**src/verilog/oprc_pkg.sv**
```systemverilog
// Shared constants for the operator protect and run control block
package oprc_pkg;
   // Clock and time base
   localparam int CLK_HZ          = 200_000_000;
   localparam int SEC_MS          = 1000;
   localparam int CYC_PER_SEC     = CLK_HZ / 1000 * SEC_MS;
   localparam int FLASH_HALF_MS   = 500;
   localparam int CYC_PER_FLASH   = CLK_HZ / 1000 * FLASH_HALF_MS;
   localparam int RAMP_STEP_MS    = 1;
   localparam int CYC_PER_RAMP    = CLK_HZ / 1000 * RAMP_STEP_MS;
   localparam int PRE_W           = 28;
   // Key hold times in seconds
   localparam logic [1:0] RUN_START_S  = 2'h1;
   localparam logic [1:0] RUN_STOP_S   = 2'h2;
   localparam logic [1:0] MAN_TOGGLE_S = 2'h1;
   localparam logic [1:0] MAN_APPLY_S  = 2'h2;
   // Register indices
   localparam logic [3:0] ADDR_SECURITY   = 4'h0;
   localparam logic [3:0] ADDR_KEY_PROT   = 4'h1;
   localparam logic [3:0] ADDR_RST_LEVEL  = 4'h2;
   localparam logic [3:0] ADDR_VALVE_RST  = 4'h3;
   localparam logic [3:0] ADDR_CONFIG     = 4'h4;
   localparam logic [3:0] ADDR_STEP_COUNT = 4'h5;
   localparam logic [3:0] ADDR_TUNE_CMD   = 4'h6;
   localparam logic [3:0] ADDR_STATUS     = 4'h7;
   localparam logic [3:0] ADDR_OUT_LEVEL  = 4'h8;
   localparam logic [3:0] ADDR_MAN_LEVEL  = 4'h9;
   // Reset values and ranges
   localparam logic [2:0]  SECURITY_RST = 3'h1;
   localparam logic [2:0]  SECURITY_MAX = 3'h6;
   localparam logic [2:0]  SEC_LVL0     = 3'h5;
   localparam logic [2:0]  SEC_MONITOR  = 3'h6;
   localparam logic [1:0]  KEY_PROT_RST = 2'h0;
   localparam logic [11:0] LEVEL_RST    = 12'h000;
   localparam logic [11:0] LEVEL_MIN    = 12'hfce;
   localparam logic [11:0] LEVEL_MAX    = 12'h41a;
   localparam logic [4:0]  STEPS_RST    = 5'h08;
   localparam logic [4:0]  STEPS_MIN    = 5'h01;
   localparam logic [4:0]  STEPS_MAX    = 5'h10;
   localparam logic [2:0]  CONFIG_RST   = 3'h0;
   // Config field positions
   localparam int CFG_VALVE    = 0;
   localparam int CFG_HEATCOOL = 1;
   localparam int CFG_ONOFF    = 2;
   // Key protect field positions
   localparam int KP_AM  = 0;
   localparam int KP_RUN = 1;
   // Valve reset mode and tuning command encodings
   typedef enum logic [1:0] {VRST_HOLD = 2'h0, VRST_OPEN = 2'h1, VRST_CLOSE = 2'h2}
      oprc_vrst_type;
   typedef enum logic [1:0] {TUNE_CANCEL = 2'h0, TUNE_NARROW = 2'h1, TUNE_FULL = 2'h2}
      oprc_tune_type;
endpackage

```
**src/verilog/oprc_hold_if.sv**
```systemverilog
// Link between the supervisor and one key hold timer
`timescale 1ns/1ps
`default_nettype none
interface oprc_hold_if;
   logic       held;
   logic [1:0] limit;
   logic       fire;
   modport ctrl  (output held, output limit, input fire);
   modport timer (input held, input limit, output fire);
endinterface
`default_nettype wire

```
**src/verilog/oprc_hold_timer.sv**
```systemverilog
// Hold duration timer with a one second tick restarted on release
`timescale 1ns/1ps
`default_nettype none
module oprc_hold_timer #(
   parameter int CYC_PER_SEC = oprc_pkg::CYC_PER_SEC
) (
   // Clock and reset
   input  wire logic               clk_i,
   input  wire logic               rst_n_i,
   // Control side
   oprc_hold_if.timer              hold
);
   logic [oprc_pkg::PRE_W-1:0] pre_reg, pre_next;
   logic [1:0]                 secs_reg, secs_next;
   logic                       done_reg, done_next;

   // Fire once per hold when the seconds count reaches the limit
   assign hold.fire = hold.held & ~done_reg & (secs_reg >= hold.limit);

   // Tick and seconds count, cleared whenever the key is released
   always_comb begin
      pre_next  = pre_reg;
      secs_next = secs_reg;
      done_next = hold.held & (done_reg | hold.fire);
      if (!hold.held) begin
         pre_next  = '0;
         secs_next = 2'h0;
      end else if (pre_reg == oprc_pkg::PRE_W'(CYC_PER_SEC - 1)) begin
         pre_next = '0;
         if (secs_reg != 2'h3) begin
            secs_next = secs_reg + 2'h1;
         end
      end else begin
         pre_next = pre_reg + oprc_pkg::PRE_W'(1);
      end
   end

   // State registers
   always_ff @(posedge clk_i or negedge rst_n_i) begin
      if (!rst_n_i) begin
         pre_reg  <= '0;
         secs_reg <= 2'h0;
         done_reg <= 1'b0;
      end else begin
         pre_reg  <= pre_next;
         secs_reg <= secs_next;
         done_reg <= done_next;
      end
   end
endmodule
`default_nettype wire

```
**src/verilog/oprc_top.sv**
```systemverilog
// Operator protect, key protect, run/reset, manual and tuning supervisor
// Functional notes
// Security 0..6, reset 1, 0 opens all
// Security 5: level 0 only, hidden
// Security 6: monitor value only, no editing
// Key protect 0 none,1 A/M,2 run,3 both
// Run key held 1 s starts run
// Run key held 2 s stops; reset lamp
// Reset requests ignored while tuning
// Reset level setting -5.0..105.0%, default 0
// Manual level kept when reset in manual
// Limiters bypassed for reset level
// Valve reset: open, close or hold
// Step count below current step ends run; code also ends it at a count equal to the current step
// Two keys 1 s toggle manual; exit level0
// Step timing advances in manual mode
// Manual level change applies after 2 s
// Bumpless ramp on auto/manual switch
// Valve manual: up opens, down closes
// Tuning refused in reset or on/off
// Tuning halts time count, flashes lamp
// Tuning command narrow/full/cancel, self clears
// Narrow tuning hidden for heat-cool, valve
// Key protect blocks selected key actions
// Hold time from restartable one second tick
`timescale 1ns/1ps
`default_nettype none
module oprc_top #(
   parameter int CYC_PER_SEC   = oprc_pkg::CYC_PER_SEC,
   parameter int CYC_PER_FLASH = oprc_pkg::CYC_PER_FLASH,
   parameter int CYC_PER_RAMP  = oprc_pkg::CYC_PER_RAMP
) (
   // Clock and reset
   input  wire logic        clk_i,
   input  wire logic        rst_n_i,
   // Register port
   input  wire logic [3:0]  addr_i,
   input  wire logic [15:0] wdata_i,
   input  wire logic        wr_i,
   input  wire logic        rd_i,
   output logic      [15:0] rdata_o,
   // Front panel keys, asynchronous pins
   input  wire logic        key_run_i,
   input  wire logic        key_am_a_i,
   input  wire logic        key_am_b_i,
   input  wire logic        key_up_i,
   input  wire logic        key_down_i,
   // Controller core
   input  wire logic [11:0] pid_level_i,
   input  wire logic        pid_open_i,
   input  wire logic        pid_close_i,
   input  wire logic [3:0]  cur_step_i,
   input  wire logic        tune_done_i,
   // Outputs
   output logic [11:0]      output_level_o,
   output logic             limiter_bypass_o,
   output logic             valve_open_o,
   output logic             valve_close_o,
   output logic             run_o,
   output logic             reset_led_o,
   output logic             manual_o,
   output logic             goto_level0_o,
   output logic             time_count_en_o,
   output logic             tune_led_o,
   output logic [1:0]       tune_mode_o,
   output logic             tune_narrow_shown_o,
   output logic [7:0]       mode_reachable_o,
   output logic             level0_in_menu_o,
   output logic             edit_enable_o
);
   localparam int FL_W = 27;
   localparam int RP_W = 18;

   // Synchronisers for the five keys
   logic [4:0] key_s1_reg, key_s2_reg, key_d_reg;
   logic       k_run, k_am_a, k_am_b, k_up, k_down, up_edge, down_edge;

   // Registers
   logic [2:0]  security_reg, security_next;
   logic [1:0]  kprot_reg, kprot_next;
   logic [11:0] rst_level_reg, rst_level_next;
   logic [1:0]  vrst_reg, vrst_next;
   logic [2:0]  config_reg, config_next;
   logic [4:0]  steps_reg, steps_next;
   logic [1:0]  tune_reg, tune_next;
   logic [15:0] rdata_reg, rdata_next;

   // Operating state
   logic        run_reg, run_next;
   logic        man_reg, man_next;
   logic        lvl0_reg, lvl0_next;
   logic [11:0] man_level_reg, man_level_next;
   logic [11:0] pend_reg, pend_next;
   logic        pend_act_reg, pend_act_next;
   logic [11:0] out_reg, out_next;
   logic        bump_reg, bump_next;
   logic        vopen_reg, vopen_next;
   logic        vclose_reg, vclose_next;
   logic [FL_W-1:0] flash_cnt_reg, flash_cnt_next;
   logic        flash_reg, flash_next;
   logic [RP_W-1:0] ramp_cnt_reg, ramp_cnt_next;

   // Decoded helpers
   logic        am_blocked, run_blocked, tuning, ramp_tick;
   logic [11:0] target;
   logic [4:0]  wsteps;
   logic [11:0] wlevel;

   oprc_hold_if run_hold ();
   oprc_hold_if am_hold ();
   oprc_hold_if apply_hold ();

   // Key hold timers
   oprc_hold_timer #(.CYC_PER_SEC(CYC_PER_SEC)) u_run_timer (
      .clk_i   (clk_i),
      .rst_n_i (rst_n_i),
      .hold    (run_hold)
   );
   oprc_hold_timer #(.CYC_PER_SEC(CYC_PER_SEC)) u_am_timer (
      .clk_i   (clk_i),
      .rst_n_i (rst_n_i),
      .hold    (am_hold)
   );
   oprc_hold_timer #(.CYC_PER_SEC(CYC_PER_SEC)) u_apply_timer (
      .clk_i   (clk_i),
      .rst_n_i (rst_n_i),
      .hold    (apply_hold)
   );
   // Key decode from the second synchroniser stage
   assign k_run     = key_s2_reg[0];
   assign k_am_a    = key_s2_reg[1];
   assign k_am_b    = key_s2_reg[2];
   assign k_up      = key_s2_reg[3];
   assign k_down    = key_s2_reg[4];
   assign up_edge   = k_up & ~key_d_reg[3];
   assign down_edge = k_down & ~key_d_reg[4];
   // Protection and mode decode
   assign am_blocked  = kprot_reg[oprc_pkg::KP_AM];
   assign run_blocked = kprot_reg[oprc_pkg::KP_RUN];
   assign tuning      = (tune_reg != oprc_pkg::TUNE_CANCEL);
   assign ramp_tick   = (ramp_cnt_reg == RP_W'(CYC_PER_RAMP - 1));
   assign wsteps      = wdata_i[4:0];
   assign wlevel      = wdata_i[11:0];

   // Hold timer requests
   assign run_hold.held   = k_run & ~run_blocked;
   assign run_hold.limit  = run_reg ? oprc_pkg::RUN_STOP_S : oprc_pkg::RUN_START_S;
   assign am_hold.held    = k_am_a & k_am_b & ~am_blocked;
   assign am_hold.limit   = oprc_pkg::MAN_TOGGLE_S;
   assign apply_hold.held = pend_act_reg & ~up_edge & ~down_edge;
   assign apply_hold.limit = oprc_pkg::MAN_APPLY_S;

   // Level the output is heading for
   assign target = man_reg ? man_level_reg : (run_reg ? pid_level_i : rst_level_reg);

   // Next state of registers and operating state
   always_comb begin
      security_next  = security_reg;
      kprot_next     = kprot_reg;
      rst_level_next = rst_level_reg;
      vrst_next      = vrst_reg;
      config_next    = config_reg;
      steps_next     = steps_reg;
      tune_next      = tune_reg;
      run_next       = run_reg;
      man_next       = man_reg;
      lvl0_next      = 1'b0;
      man_level_next = man_level_reg;
      pend_next      = pend_reg;
      pend_act_next  = pend_act_reg;
      bump_next      = bump_reg;
      rdata_next     = 16'h0000;
      // Software writes
      if (wr_i) begin
         unique case (addr_i)
            oprc_pkg::ADDR_SECURITY: begin
               if (wdata_i[2:0] <= oprc_pkg::SECURITY_MAX && wdata_i[15:3] == '0) begin
                  security_next = wdata_i[2:0];
               end
            end
            oprc_pkg::ADDR_KEY_PROT: kprot_next = wdata_i[1:0];
            oprc_pkg::ADDR_RST_LEVEL: begin
               if ($signed(wlevel) >= $signed(oprc_pkg::LEVEL_MIN) &&
                   $signed(wlevel) <= $signed(oprc_pkg::LEVEL_MAX)) begin
                  rst_level_next = wlevel;
               end
            end
            oprc_pkg::ADDR_VALVE_RST: if (wdata_i[1:0] != 2'h3) vrst_next = wdata_i[1:0];
            oprc_pkg::ADDR_CONFIG: config_next = wdata_i[2:0];
            oprc_pkg::ADDR_STEP_COUNT: begin
               if (wsteps >= oprc_pkg::STEPS_MIN && wsteps <= oprc_pkg::STEPS_MAX) begin
                  steps_next = wsteps;
                  if (run_reg && wsteps <= {1'b0, cur_step_i}) run_next = 1'b0;
               end
            end
            oprc_pkg::ADDR_TUNE_CMD: begin
               if (wdata_i[1:0] == oprc_pkg::TUNE_CANCEL ||
                   (run_reg && !config_reg[oprc_pkg::CFG_ONOFF] &&
                    (wdata_i[1:0] == oprc_pkg::TUNE_FULL ||
                     (wdata_i[1:0] == oprc_pkg::TUNE_NARROW && tune_narrow_shown_o)))) begin
                  tune_next = wdata_i[1:0];
               end
            end
            default: ;
         endcase
      end
      // End of tuning returns the command to cancel
      if (tune_done_i) tune_next = oprc_pkg::TUNE_CANCEL;
      // Run and reset by key hold
      if (run_hold.fire && (!run_reg || !tuning)) begin
         run_next = ~run_reg;
      end
      // Manual toggle by the two-key hold
      if (am_hold.fire) begin
         man_next  = ~man_reg;
         bump_next = 1'b1;
         lvl0_next = man_reg;
         if (!man_reg) begin
            man_level_next = out_reg;
            pend_next      = out_reg;
            pend_act_next  = 1'b0;
         end
      end else if (man_reg) begin
         // Pending manual level, applied after the keys rest
         if (up_edge && !config_reg[oprc_pkg::CFG_VALVE] &&
             $signed(pend_reg) < $signed(oprc_pkg::LEVEL_MAX)) begin
            pend_next     = pend_reg + 12'h001;
            pend_act_next = 1'b1;
         end else if (down_edge && !config_reg[oprc_pkg::CFG_VALVE] &&
                      $signed(pend_reg) > $signed(oprc_pkg::LEVEL_MIN)) begin
            pend_next     = pend_reg - 12'h001;
            pend_act_next = 1'b1;
         end else if (apply_hold.fire) begin
            man_level_next = pend_reg;
            pend_act_next  = 1'b0;
         end
      end
      if (bump_reg && out_reg == target) bump_next = 1'b0;
      // Register read data, one cycle after the strobe
      if (rd_i) begin
         unique case (addr_i)
            oprc_pkg::ADDR_SECURITY:   rdata_next = {13'h0000, security_reg};
            oprc_pkg::ADDR_KEY_PROT:   rdata_next = {14'h0000, kprot_reg};
            oprc_pkg::ADDR_RST_LEVEL:  rdata_next = {4'h0, rst_level_reg};
            oprc_pkg::ADDR_VALVE_RST:  rdata_next = {14'h0000, vrst_reg};
            oprc_pkg::ADDR_CONFIG:     rdata_next = {13'h0000, config_reg};
            oprc_pkg::ADDR_STEP_COUNT: rdata_next = {11'h000, steps_reg};
            oprc_pkg::ADDR_TUNE_CMD:   rdata_next = {14'h0000, tune_reg};
            oprc_pkg::ADDR_STATUS:
               rdata_next = {11'h000, pend_act_reg, bump_reg, tuning, man_reg, run_reg};
            oprc_pkg::ADDR_OUT_LEVEL:  rdata_next = {4'h0, out_reg};
            oprc_pkg::ADDR_MAN_LEVEL:  rdata_next = {4'h0, man_level_reg};
            default:                   rdata_next = 16'h0000;
         endcase
      end
   end

   // Output level with bumpless ramp, and valve outputs
   always_comb begin
      out_next    = out_reg;
      vopen_next  = 1'b0;
      vclose_next = 1'b0;
      ramp_cnt_next = ramp_tick ? '0 : ramp_cnt_reg + RP_W'(1);
      if (!bump_reg) begin
         out_next = target;
      end else if (ramp_tick) begin
         if ($signed(out_reg) < $signed(target)) begin
            out_next = out_reg + 12'h001;
         end else if ($signed(out_reg) > $signed(target)) begin
            out_next = out_reg - 12'h001;
         end
      end
      if (man_reg) begin
         vopen_next  = k_up & ~k_down;
         vclose_next = k_down & ~k_up;
      end else if (!run_reg) begin
         vopen_next  = (vrst_reg == oprc_pkg::VRST_OPEN);
         vclose_next = (vrst_reg == oprc_pkg::VRST_CLOSE);
      end else begin
         vopen_next  = pid_open_i;
         vclose_next = pid_close_i;
      end
      // Lamp flash base
      flash_next     = flash_reg;
      flash_cnt_next = flash_cnt_reg + FL_W'(1);
      if (flash_cnt_reg == FL_W'(CYC_PER_FLASH - 1)) begin
         flash_cnt_next = '0;
         flash_next     = ~flash_reg;
      end
   end

   // Outputs
   assign rdata_o             = rdata_reg;
   assign output_level_o      = out_reg;
   assign limiter_bypass_o    = ~run_reg & ~man_reg;
   assign valve_open_o        = vopen_reg & config_reg[oprc_pkg::CFG_VALVE];
   assign valve_close_o       = vclose_reg & config_reg[oprc_pkg::CFG_VALVE];
   assign run_o               = run_reg;
   assign reset_led_o         = ~run_reg;
   assign manual_o            = man_reg;
   assign goto_level0_o       = lvl0_reg;
   assign time_count_en_o     = run_reg & ~tuning;
   assign tune_led_o          = tuning & flash_reg;
   assign tune_mode_o         = tune_reg;
   assign tune_narrow_shown_o = ~config_reg[oprc_pkg::CFG_VALVE] &
                                ~config_reg[oprc_pkg::CFG_HEATCOOL];
   assign mode_reachable_o    = (security_reg >= oprc_pkg::SEC_LVL0) ? 8'h01 :
                                (8'hff >> security_reg);
   assign level0_in_menu_o    = (security_reg < oprc_pkg::SEC_LVL0);
   assign edit_enable_o       = (security_reg != oprc_pkg::SEC_MONITOR);

   // State registers
   always_ff @(posedge clk_i or negedge rst_n_i) begin
      if (!rst_n_i) begin
         key_s1_reg    <= 5'h00;
         key_s2_reg    <= 5'h00;
         key_d_reg     <= 5'h00;
         security_reg  <= oprc_pkg::SECURITY_RST;
         kprot_reg     <= oprc_pkg::KEY_PROT_RST;
         rst_level_reg <= oprc_pkg::LEVEL_RST;
         vrst_reg      <= oprc_pkg::VRST_HOLD;
         config_reg    <= oprc_pkg::CONFIG_RST;
         steps_reg     <= oprc_pkg::STEPS_RST;
         tune_reg      <= oprc_pkg::TUNE_CANCEL;
         rdata_reg     <= 16'h0000;
         run_reg       <= 1'b0;
         man_reg       <= 1'b0;
         lvl0_reg      <= 1'b0;
         man_level_reg <= oprc_pkg::LEVEL_RST;
         pend_reg      <= oprc_pkg::LEVEL_RST;
         pend_act_reg  <= 1'b0;
         out_reg       <= oprc_pkg::LEVEL_RST;
         bump_reg      <= 1'b0;
         vopen_reg     <= 1'b0;
         vclose_reg    <= 1'b0;
         flash_cnt_reg <= '0;
         flash_reg     <= 1'b0;
         ramp_cnt_reg  <= '0;
      end else begin
         key_s1_reg    <= {key_down_i, key_up_i, key_am_b_i, key_am_a_i, key_run_i};
         key_s2_reg    <= key_s1_reg;
         key_d_reg     <= key_s2_reg;
         security_reg  <= security_next;
         kprot_reg     <= kprot_next;
         rst_level_reg <= rst_level_next;
         vrst_reg      <= vrst_next;
         config_reg    <= config_next;
         steps_reg     <= steps_next;
         tune_reg      <= tune_next;
         rdata_reg     <= rdata_next;
         run_reg       <= run_next;
         man_reg       <= man_next;
         lvl0_reg      <= lvl0_next;
         man_level_reg <= man_level_next;
         pend_reg      <= pend_next;
         pend_act_reg  <= pend_act_next;
         out_reg       <= out_next;
         bump_reg      <= bump_next;
         vopen_reg     <= vopen_next;
         vclose_reg    <= vclose_next;
         flash_cnt_reg <= flash_cnt_next;
         flash_reg     <= flash_next;
         ramp_cnt_reg  <= ramp_cnt_next;
      end
   end
endmodule
`default_nettype wire
```
**config.mk**
```make
export PLATFORM = sky130hd
export DESIGN_NAME = oprc_top
export DESIGN_NICKNAME = d
export VERILOG_FILES = /design/src/verilog/oprc_pkg.sv /design/src/verilog/oprc_hold_if.sv /design/src/verilog/oprc_hold_timer.sv /design/src/verilog/oprc_top.sv
export SDC_FILE = /design/constraint.sdc
export NUM_CORES = 1
export LEC_CHECK = 0
export ABC_AREA = 1
export BUFFER_PORTS_ARGS = -buffer_cell sky130_fd_sc_hd__buf_2
export CAP_MARGIN = 20
export CORE_ASPECT_RATIO = 1.5
export CORE_MARGIN = 2
export CORE_UTILIZATION = 25
export DETAILED_ROUTE_END_ITERATION = 12
export GPL_ROUTABILITY_DRIVEN = 1
export PLACE_DENSITY = 0.49
export SKIP_LAST_GASP = 1
export SLEW_MARGIN = 10
export SYNTH_ARGS = -nofsm -noshare
export SYNTH_HDL_FRONTEND = slang
export SYNTH_SLANG_ARGS = --single-unit
```
**constraint.sdc**
```tcl
create_clock -name clk_i -period 3.7 [get_ports clk_i]
set_input_delay 0.74 -clock clk_i [delete_from_list [all_inputs] [get_ports clk_i]]
set_output_delay 0.74 -clock clk_i [all_outputs]
set_load 0.02 [all_outputs]
```
==> results by group, run 1 <==
Power
  – Pwr dens: 779.7 mW/mm2
  – Worst vdd ir: 0.0005914 V
  – Leakage: 7.267 nW

Clock tree
  – Clock Path Buffers: 3
  – Root buf cell: clkbuf_16
  – CTS Buf Count: 25
  – H-tree levels: 1
  – CTS Hold Bufs: 0
  – Clock sink count: 235
  – Clock latency on the worst-skew pair: 0.53 ns
  – CTS tree: done
  – Clk pin slew, worst setup/hold paths: 0.06 ns

Logic synthesis
  – Post-synthesis sequential area ratio: 0.4383
  – Fraction of registers with async set/reset: 1.000
  – Yosys warns: 0
  – EDFF count, synth: 0
  – Post-synth top flop: dfrtp_1
  – Cells after Synth: 1717
  – Synthesis-stage register bit count: 235
  – Distinct cell type count after synthesis: 64
  – Synth area leader: dfrtp_1
  – Syn avg cell area: 7.817 um2
  – Synth Cell Area: 0.01342 mm2
  – Top cell type's share of synthesized area: 0.4344
  – Top cells by area, synth: dfrtp_1, nand2_1, inv_1

Critical path
  – Crit. End Element: flop
  – Crit-path slowest cell: dfrtp_2
  – Max incr delay on CP: 0.45 ns
  – Path type of the worst setup path: flop to flop
  – Most used cell, CP: nand2_1
  – Peak fanout along the critical path: 14
  – Worst Path Arrival: 3.82 ns
  – Cell Chain, Critical Path: inv_1 -> nor2_1 -> buf_4 -> a221oi_4 -> ha_4 -> a21o_1 -> nor2_2 -> nand3_2 -> nand2_4 -> nand3_1 -> nand2_1 -> inv_1 -> ha_1 -> inv_1 -> nand2_1 -> nand2_2 -> o21bai_2 -> nand2_1 -> nand2_1 -> nand2_1 -> nand3_1 -> nand2_1 -> nand2_1
  – Setup crit start kind: flop
  – Critical Path RT: 4.13 ns

Detailed routing
  – Detailed-route wire length: 41.48 mm
  – Via/cell ratio: 4.719
  – Antenna-violating nets left: 0
  – WL/cell: 16.34 um
  – Iter 0 DRT Violations: 718
  – Via total after detailed routing: 11980
  – Remaining DRCs: 0
  – Pre-antenna DRT Iters: 5

Layout
  – Final nets: 1920
  – Share of cells above drive strength 1: 0.1303
  – Core Util, Final: 0.2950
  – Area delta synth->final: 17.25%
  – Fillers: 5740
  – # diodes: 0

Run
  – Max-cap violations: 0

STA
  – Unrepaired setup endpoints after global routing: false
  – Final setup fails: 0
  – Final min period: 3.393 ns
  – Final period utilization: 0.9171
  – Setup TNS: 0 ns
  – FMAX: 0.2947 GHz
  – Final hold vios: 0
  – Hold Worst Slack: 0.1646 ns
  – Slew of the pin with the lowest slew margin: 0.9034 ns
  – Relative slew slack: 0.3959
  – Count of pins over their slew limit: 0
  – Clock Skew: 0.01580 ns

Floorplan
  – Die ar.: 0.05559 mm2
  – Core footprint: 0.05335 mm2
  – Initial Util: 0.2516
  – Die height: 287.8 um
  – # IOs: 98
  – Die W: 193.2 um
  – Rows: 104

Placement
  – IO buf count: 92
  – DP HPWL: 32.03 mm
  – Gp weighted congestion: 0.9220

GRT
  – Overall Global Routing Usage: 0.1508
  – First-pass GRT wire length: 65.58 mm
  – Pin count of the biggest net entering global routing: 84
  – Initial antenna violation count: 3
  – Vias in the first global route: 12170
  – Total grt overflow: 0

Worst hold path
  – Worst hold path type: input pin to async pin

Run status
  – Status: finished clean
through the flow:
stage | area (um2) | worst slack, ns | cells | total power (W)
after floorplan | 13440 | 0.09894 | 1720 | 0.007599
after global placement | 14810 | 0.1291 | 2492 | 0.009524
after detailed placement | 14810 | 0.04450 | 2492 | 0.009510
after CTS | 15650 | 0.1354 | 2537 | 0.01220
after global routing | 15740 | 0.005592 | 2539 | 0.01324
final | 15740 | 0.3066 | 2539 | 0.01227
cells by family (layout without fill, tap and decap cells):
group,after synthesis,after routing,share of synthesized area
mux,11,11,0.009229
xor+xnor,38,38,0.02480
fa+ha+maj,40,40,0.03785
flops,235,235,0.4383
simple gates,811,811,0.2779
compound gates,287,287,0.1261
buf+inv,293,423,0.08521
other cells,2,5,0.0005595
metal layers:
metal  vias up  wire length [um]  global-route usage
met5         -                13                   0
met4         2              1886             0.06761
met3        86              1872             0.01877
met2       298             20850              0.2691
met1      5672             16860              0.1788
li1       5923                 -                   -
worst paths after layout:
check                      depth (start not counted)  slack, ns          start                        end
hold / removal                                     1       0.16        rst_n_i  u_apply_timer.pre_reg[24]
min in group clk_i                                 1       0.31     key_am_a_i              key_s1_reg[1]
setup / recovery                                  23       0.31          run_o          output_level_o[8]
max in group asynchronous                          2       2.71        rst_n_i          flash_cnt_reg[20]
setup reg to reg                                  23       0.31          run_o          output_level_o[8]
hold reg to reg                                    0       0.34  key_s1_reg[0]              key_s2_reg[0]
critical path, delay by kind of cell, from the launching register on:
| kind | cells | cell delay (ns) |
|---|---|---|
| adder cells (fa/ha/maj) | 2 | 0.43 |
| buffers and inverters | 4 | 0.42 |
| AO/OA/AOI/OAI | 3 | 0.57 |
| flip-flops | 1 | 0.45 |
| AND/OR/NAND/NOR | 14 | 1.41 |
placed cells by master (no fill, tap or decap), drive strengths merged, types with 30 or more instances in the layout:
master,count
inv,258
nor3,80
nand3,108
nand4,34
xor2,30
nand2,333
clkbuf,34
nor2,208
ha,39
buf,120
a21oi,91
o21ai,107
nor4,30
dfrtp,233
repair_timing:
item                                    4_1_cts  5_1_grt
endpoints found under the setup margin        0        9
hold endpoints to repair                      0        0
setup buffers                                 0        2
resized for setup                             0       14
synth_stat cells (6+ instances only):
cell type,instances
mux2_2,11
nand3_1,106
clkbuf_1,17
nor2_2,10
nor3_2,8
nor2_1,194
o21ai_0,101
xor2_1,30
nor3_1,71
buf_2,11
dfrtp_1,233
ha_1,39
o211ai_1,13
a22o_1,7
a21oi_1,91
xnor2_1,8
nand2_2,11
o41ai_1,6
nor4_1,28
a31oi_1,17
a221oi_1,7
nand4_1,30
inv_1,252
nand2_1,318
where the power goes:
part	total [W]	internal (W)	switching (W)
Sequential	0.00321	0.00285	0.000359
Clock	0.00261	0.00152	0.00109
Combinational	0.00645	0.00212	0.00433
cell type report:
type                       instances  area [um2]  area share
multi-input combinational       1192        6477      0.4116
sequential                       235        5884      0.3739
inverter                         258       968.4     0.06154
tap                              689       862.1     0.05478
timing repair buffer             120       709.4     0.04508
clock buffer                      34       689.4     0.04381
clock inverter                    11       145.1    0.009223
No activity file was read; power rests on OpenSTA's default activity.
==> run 2, diff against run 1 <==
--- a/config.mk
+++ b/config.mk
@@ -13,7 +13,6 @@
 export CORE_UTILIZATION = 25
 export DETAILED_ROUTE_END_ITERATION = 12
 export GPL_ROUTABILITY_DRIVEN = 1
-export PLACE_DENSITY = 0.49
 export SKIP_LAST_GASP = 1
 export SLEW_MARGIN = 10
 export SYNTH_ARGS = -nofsm -noshare
==> results by group, run 2 (synthesis results as in run 1) <==
Placement
  – Placed cells: 2493 (was 2492)
  – Gp weighted congestion: 0.9371 (was 0.9220)
  – DP HPWL: 30.64 mm (was 32.03 mm)
  – DP Area: 0.01481 mm2 (about the same)
  – IO buf count: 92 (unchanged)

Layout
  – Highest-count cells in the layout ignoring fill and taps: nand2_1, inv_1, dfrtp_1 (unchanged)
  – Fillers: 5707 (was 5740)
  – Area delta synth->final: 16.74% (was 17.25%)
  – Finished Cell Area: 0.01567 mm2 (was 0.01574 mm2)
  – Most common cell after layout, fill and taps aside: nand2_1 (unchanged)
  – Core Util, Final: 0.2937 (was 0.2950)
  – Finished Layout Cells: 2533 (was 2539)
  – Share of cells above drive strength 1: 0.1281 (was 0.1303)
  – Final nets: 1918 (was 1920)

Power
  – Switching portion of total power: 0.4614 (was 0.4707)
  – Internal power: 0.006400 W (was 0.006494 W)
  – Seq pwr share: 0.268 (was 0.262)
  – Total power draw: 0.01188 W (was 0.01227 W)
  – Pwr dens: 758.4 mW/mm2 (was 779.7 mW/mm2)
  – Clk pwr share: 0.208 (was 0.213)
  – Switching pwr: 0.005483 W (was 0.005775 W)
  – Worst vdd ir: 0.0005290 V (was 0.0005914 V)
  – Part of the power in combinational logic: 0.523 (was 0.526)
  – Leakage: 7.237 nW (was 7.267 nW)

Critical path
  – Peak fanout along the critical path: 19 (was 14)
  – Path type of the worst setup path: flop to flop (unchanged)
  – CP Buf/Inv Count: 4 (unchanged)
  – Max incr delay on CP: 0.45 ns (about the same)
  – Crit. End Element: flop (unchanged)
  – Critical Path RT: 4.12 ns (was 4.13 ns)
  – Most used cell, CP: nand2_1 (unchanged)
  – Worst Path Arrival: 3.92 ns (was 3.82 ns)
  – Crit-path slowest cell: dfrtp_2 (unchanged)
  – Setup crit start kind: flop (unchanged)
  – Critical path's top delay family: simple AND/OR/NAND/NOR gates (unchanged)

GRT
  – Vias in the first global route: 12180 (was 12170)
  – Pin count of the biggest net entering global routing: 112 (was 84)
  – Total grt overflow: 0 (unchanged)
  – Overall Global Routing Usage: 0.1442 (was 0.1508)
  – Initial antenna violation count: 3 (unchanged)
  – First-pass GRT wire length: 63.88 mm (was 65.58 mm)

Detailed routing
  – Pre-antenna DRT Iters: 7 (was 5)
  – WL/cell: 15.65 um (was 16.34 um)
  – Via/cell ratio: 4.734 (was 4.719)
  – Detailed-route wire length: 39.63 mm (was 41.48 mm)
  – Wire length on met2: 20.09 mm (was 20.85 mm)
  – Routed wl met3: 1.892 mm (was 1.872 mm)
  – Via total after detailed routing: 11990 (was 11980)
  – Remaining DRCs: 0 (unchanged)
  – Iter 0 DRT Violations: 746 (was 718)
  – Top routing layer in use: met5 (unchanged)
  – Antenna-violating nets left: 0 (unchanged)
  – M1 WL: 16.15 mm (was 16.86 mm)

Run status
  – Status: finished clean (unchanged)

Run
  – Max-cap violations: 0 (unchanged)

Clock tree
  – Clock latency on the worst-skew pair: 0.53 ns (about the same)
  – Clock sink count: 235 (unchanged)
  – H-tree levels: 1 (unchanged)
  – Root buf cell: clkbuf_16 (unchanged)
  – Clock Path Buffers: 3 (unchanged)
  – Clk pin slew, worst setup/hold paths: 0.06 ns (about the same)
  – CTS Hold Bufs: 0 (unchanged)
  – CTS tree: done (unchanged)
  – CTS Buf Count: 24 (was 25)

Floorplan
  – Die ar.: 0.05559 mm2 (unchanged)
  – Initial Util: 0.2516 (unchanged)
  – Die height: 287.8 um (unchanged)
  – Core footprint: 0.05335 mm2 (unchanged)
  – # IOs: 98 (unchanged)
  – Rows: 104 (unchanged)
  – Die W: 193.2 um (unchanged)

STA
  – Final period utilization: 0.9475 (was 0.9171)
  – FMAX: 0.2853 GHz (was 0.2947 GHz)
  – Final setup fails: 0 (unchanged)
  – Relative slew slack: 0.4078 (was 0.3959)
  – Clock Skew: 0.01059 ns (was 0.01580 ns)
  – Final hold vios: 0 (unchanged)
  – Final min period: 3.506 ns (was 3.393 ns)
  – Slew of the pin with the lowest slew margin: 0.8883 ns (was 0.9034 ns)
  – Count of pins over their slew limit: 0 (unchanged)

Worst hold path
  – Worst hold path type: input pin to async pin (unchanged)
## run 2: cell types whose count changed in the layout (fill, tap and decap cells not counted), sizes merged
cell,change
clkinvlp,-1
inv,-2
buf,-1
clkbuf,-4
diode,+2
## run 2: routing by layer
layer,global-route usage,vias to the layer above
met5,0,-
li1,-,5913
met3,0.01853,55
met4,0.06345,2
met1,0.1690,5719
met2,0.2598,302
## run 2: power by group through the flow
| stage | sequential, W | clock [W] | combinational [W] |
|---|---|---|---|
| final | 0.00319 | 0.00248 | 0.00622 |
| after global routing | 0.00322 | 0.00266 | 0.00700 |
| after CTS | 0.00317 | 0.00255 | 0.00611 |
| after detailed placement | 0.00321 | 0 | 0.00608 |
| after global placement | 0.00320 | 0 | 0.00605 |
| after floorplan | 0.00318 | 0 | 0.00442 |
## run 2: final cells by class
class,count,area [um2],area share
Multi-Input combinational cell,1192,6475,0.4132
Sequential cell,235,5886,0.3756
Inverter,258,968.4,0.06181
Tap cell,689,862.1,0.05502
Timing Repair Buffer,119,696.9,0.04448
Clock buffer,30,654.4,0.04176
Clock inverter,8,121.4,0.007746
Antenna cell,2,5.005,0.0003194
## run 2: repair_timing
item / 4_1_cts / 5_1_grt
endpoints found under the setup margin: 0 / 10
buffers inserted: 0 / 0
gates resized for setup: 0 / 18
## run 2: worst paths after layout
path | start | end | slack [ns] | cells after the start
worst max-delay path | manual_o | output_level_o[8] | 0.19 | 25
worst min-delay path | rst_n_i | u_apply_timer.pre_reg[25] | 0.25 | 1
worst max register to register | manual_o | output_level_o[8] | 0.19 | 25
worst min register to register | key_s1_reg[3] | key_s2_reg[3] | 0.35 | 0
max in group asynchronous | rst_n_i | output_level_o[11] | 2.59 | 2
min in group clk_i | key_am_a_i | key_s1_reg[1] | 0.31 | 1
## run 2: per-stage QoR
step | hold WS, ns | setup TNS [ns] | worst slack, ns
4_1_cts | 0.2841 | 0 | 0.001307
2_1_floorplan | 0.3312 | 0 | 0.09894
5_1_grt | 0.2916 | -0.003554 | -0.003554
3_5_place_dp | 0.3357 | -0.03183 | -0.03183
6_report | 0.2467 | 0 | 0.1944
3_3_place_gp | 0.3339 | 0 | 0.03803
==> run 3, diff against run 2 <==
--- a/config.mk
+++ b/config.mk
@@ -5,7 +5,6 @@
 export SDC_FILE = /design/constraint.sdc
 export NUM_CORES = 1
 export LEC_CHECK = 0
-export ABC_AREA = 1
 export BUFFER_PORTS_ARGS = -buffer_cell sky130_fd_sc_hd__buf_2
 export CAP_MARGIN = 20
 export CORE_ASPECT_RATIO = 1.5
==> results by group, run 3 <==
Logic synthesis
  – Post-synth top flop: dfrtp_1 (unchanged)
  – Synthesis-stage register bit count: 235 (unchanged)
  – Fraction of registers with async set/reset: 1.000 (unchanged)
  – Cells after Synth: 1335 (was 1717)
  – Synth area leader: dfrtp_1 (unchanged)
  – Yosys warns: 0 (unchanged)
  – Commonest cells in the synthesized netlist: dfrtp_1, nor2_1, nand2_1 (was nand2_1, inv_1, dfrtp_1)
  – Top cells by area, synth: dfrtp_1, nor2_1, xor2_1 (was dfrtp_1, nand2_1, inv_1)
  – Synth Cell Area: 0.01263 mm2 (was 0.01342 mm2)
  – Syn avg cell area: 9.462 um2 (was 7.817 um2)
  – Top cell type's share of synthesized area: 0.4616 (was 0.4344)
  – Distinct cell type count after synthesis: 72 (was 64)
  – Top-count cell post-synth: dfrtp_1 (was nand2_1)
  – Post-synthesis sequential area ratio: 0.4657 (was 0.4383)
  – EDFF count, synth: 0 (unchanged)

Detailed routing
  – Via total after detailed routing: 10540 (was 11990)
  – Antenna-violating nets left: 0 (unchanged)
  – Detailed-route wire length: 35.01 mm (was 39.63 mm)
  – WL/cell: 16.19 um (was 15.65 um)
  – Remaining DRCs: 0 (unchanged)
  – Pre-antenna DRT Iters: 5 (was 7)
  – Via/cell ratio: 4.874 (was 4.734)
  – Iter 0 DRT Violations: 627 (was 746)

STA
  – Final setup fails: 2 (was 0)
  – Final period utilization: 1.009 (was 0.9475)
  – Unrepaired setup endpoints after global routing: true
  – Final hold vios: 0 (unchanged)
  – Slew of the pin with the lowest slew margin: 0.9830 ns (was 0.8883 ns)
  – Clock Skew: 0.009345 ns (was 0.01059 ns)
  – Hold Worst Slack: 0.1683 ns (was 0.2467 ns)
  – Relative slew slack: 0.3446 (was 0.4078)
  – Count of pins over their slew limit: 0 (unchanged)
  – Final min period: 3.733 ns (was 3.506 ns)
  – Setup ws final: -0.03337 ns (was 0.1944 ns)
  – FMAX: 0.2679 GHz (was 0.2853 GHz)

Placement
  – IO buf count: 92 (unchanged)
  – Gp weighted congestion: 0.9707 (was 0.9371)
  – DP HPWL: 25.73 mm (was 30.64 mm)
  – Pre-CTS setup slack: -0.2257 ns (was -0.03183 ns)
  – Placed cells: 2103 (was 2493)

Critical path
  – Critical path depth: 18 (was 25)
  – CP Capture Point: output_level_o[10] (was output_level_o[8])
  – Crit. End Element: flop (unchanged)
  – Path type of the worst setup path: flop to flop (unchanged)
  – R2R Path End: output_level_o[10] (was output_level_o[8])
  – Worst R2R Start: run_o (was manual_o)
  – CP Buf/Inv Count: 1 (was 4)
  – Cell Chain, Critical Path: buf_6 -> mux2i_2 -> nor2_2 -> a21oi_2 -> ha_4 -> a21o_1 -> a311oi_2 -> and2_4 -> and3_4 -> nor2_4 -> xor2_1 -> ha_2 -> nor4_4 -> nand2_2 -> nor2_1 -> nand3_1 -> a31o_2 -> a211o_1
  – R2R Setup Slk: -0.03 ns (was 0.19 ns)
  – Setup crit start kind: flop (unchanged)
  – Critical Path RT: 4.13 ns (was 4.12 ns)
  – Crit path from: run_o (was manual_o)
  – Worst Reg2Reg Path Length in Cells: 18 (was 25)
  – Critical path's top delay family: compound AO/OA/AOI/OAI gates (was simple AND/OR/NAND/NOR gates)
  – Peak fanout along the critical path: 7 (was 19)
  – Worst Path Arrival: 4.16 ns (was 3.92 ns)
  – Max incr delay on CP: 0.47 ns (was 0.45 ns)
  – Crit-path slowest cell: dfrtp_2 (unchanged)

Layout
  – Area delta synth->final: 21.32% (was 16.74%)
  – Final nets: 1566 (was 1918)
  – Highest-count cells in the layout ignoring fill and taps: dfrtp_1, nor2_1, nand2_1 (was nand2_1, inv_1, dfrtp_1)
  – Fillers: 5274 (was 5707)
  – Finished Layout Cells: 2162 (was 2533)
  – Sequential cell area: 0.005886 mm2 (unchanged)
  – Multi-input logic area: 0.006526 mm2 (was 0.006475 mm2)
  – Core Util, Final: 0.3078 (was 0.2937)
  – # diodes: 0 (was 2)
  – Most common cell after layout, fill and taps aside: dfrtp_1 (was nand2_1)
  – Share of cells above drive strength 1: 0.1921 (was 0.1281)

Run status
  – Failing checks: setup timing
  – Status: finished, violations left (was finished clean)

Floorplan
  – Die ar.: 0.05238 mm2 (was 0.05559 mm2)
  – Die height: 279.3 um (was 287.8 um)
  – Core footprint: 0.04980 mm2 (was 0.05335 mm2)
  – Rows: 100 (was 104)
  – Initial Util: 0.2537 (was 0.2516)
  – Die W: 187.5 um (was 193.2 um)
  – # IOs: 98 (unchanged)

GRT
  – Total grt overflow: 0 (unchanged)
  – Vias in the first global route: 10680 (was 12180)
  – Pin count of the biggest net entering global routing: 82 (was 112)
  – Overall Global Routing Usage: 0.1336 (was 0.1442)
  – Initial antenna violation count: 0 (was 3)
  – First-pass GRT wire length: 57.10 mm (was 63.88 mm)

Run
  – Max-cap violations: 0 (unchanged)

Clock tree
  – H-tree levels: 1 (unchanged)
  – CTS tree: done (unchanged)
  – CTS Buf Count: 27 (was 24)
  – Root buf cell: clkbuf_16 (unchanged)
  – Clock sink count: 235 (unchanged)
  – Clock Path Buffers: 3 (unchanged)
  – Clk pin slew, worst setup/hold paths: 0.06 ns (about the same)
  – Clock latency on the worst-skew pair: 0.55 ns (was 0.53 ns)
  – CTS Hold Bufs: 0 (unchanged)

Power
  – Worst vdd ir: 0.0002918 V (was 0.0005290 V)
  – Leakage: 6.733 nW (was 7.237 nW)
  – Pwr dens: 434.1 mW/mm2 (was 758.4 mW/mm2)

Worst hold path
  – Worst hold path type: input pin to async pin (unchanged)
## run 3: cell count changes after synthesis, sizes merged, moves of 20 or more
| cell | delta |
|---|---|
| xor2 | +45 |
| o21ai | -56 |
| nand2 | -226 |
| mux2 | +20 |
| nor3 | -50 |
| mux2i | +21 |
| clkbuf | +30 |
| a21oi | -31 |
| and3 | +31 |
| xnor2 | +39 |
| inv | -226 |
| nand3 | -37 |
## run 3: stage by stage
step / power (W) / instance area (um2) / TNS [ns]
3_5_place_dp: 0.003972 / 14300 / -0.7622
3_3_place_gp: 0.003968 / 14300 / -0.4866
2_1_floorplan: 0.003442 / 12730 / -0.2396
5_1_grt: 0.006944 / 15330 / -0.3692
4_1_cts: 0.006696 / 15260 / 0
6_report: 0.006652 / 15330 / -0.04806
## run 3: report_power, final
part	leakage [nW]	total (W)	switching (W)	internal (W)
combinational	3.13	0.00123	0.000730	0.000504
sequential	3.16	0.00276	0.0000946	0.00267
clock	0.440	0.00266	0.00109	0.00157
## run 3: how the worst min path moves through the flow
stage / startpoint / end / slack [ns] / cells past startpoint
after floorplan: key_s1_reg[0] / key_s2_reg[0] / 0.33 / 0
after global placement: key_s1_reg[2] / key_s2_reg[2] / 0.33 / 0
after detailed placement: key_s1_reg[4] / key_s2_reg[4] / 0.34 / 0
after CTS: rst_n_i / u_am_timer.pre_reg[22] / 0.18 / 1
after global routing: rst_n_i / u_am_timer.pre_reg[22] / 0.21 / 1
final: rst_n_i / u_am_timer.pre_reg[22] / 0.17 / 1
## run 3: layout make-up
type	instances	area share
repair buffers	170	0.07103
multi-input cells	1014	0.4258
inverters	30	0.007348
clock buffers	36	0.04890
clock inverters	14	0.008735
flip-flops and latches	235	0.3840
well taps	663	0.05413
## run 3: repair_timing
action,CTS,global route
gates resized for setup,5,13
pin swaps,10,4
buffers inserted,7,2
gates cloned,0,0
setup endpoints to repair,4,8
## run 3: metal layers
| metal | GRT usage | up-vias | share of wire |
|---|---|---|---|
| li1 | - | 5019 | - |
| met1 | 0.1592 | 5215 | 0.41 |
| met2 | 0.2428 | 237 | 0.52 |
| met3 | 0.01591 | 67 | 0.040 |
| met4 | 0.05411 | 0 | 0.031 |
| met5 | 0 | - | 0 |
## run 3: cells by family (layout without fill, tap and decap cells)
logic type	Yosys count	in the layout	share of synthesized area
AND/OR/NAND/NOR	579	579	0.2238
flip-flops	235	235	0.4657
AO/OA/AOI/OAI	216	216	0.1116
XOR/XNOR	122	122	0.08459
buffers and inverters	89	250	0.02922
multiplexers	52	52	0.04427
adder cells (fa/ha/maj)	40	40	0.04021
other	2	5	0.0005945
## run 3: worst reg2reg max path, cell delays in order, from the launching register on
cell	delay, ns
dfrtp_2	0.47
buf_6	0.14
mux2i_2	0.21
nor2_2	0.06
a21oi_2	0.17
ha_4	0.24
a21o_1	0.20
a311oi_2	0.28
and2_4	0.19
and3_4	0.20
nor2_4	0.05
xor2_1	0.15
ha_2	0.23
nor4_4	0.17
nand2_2	0.11
nor2_1	0.11
nand3_1	0.10
a31o_2	0.27
a211o_1	0.26
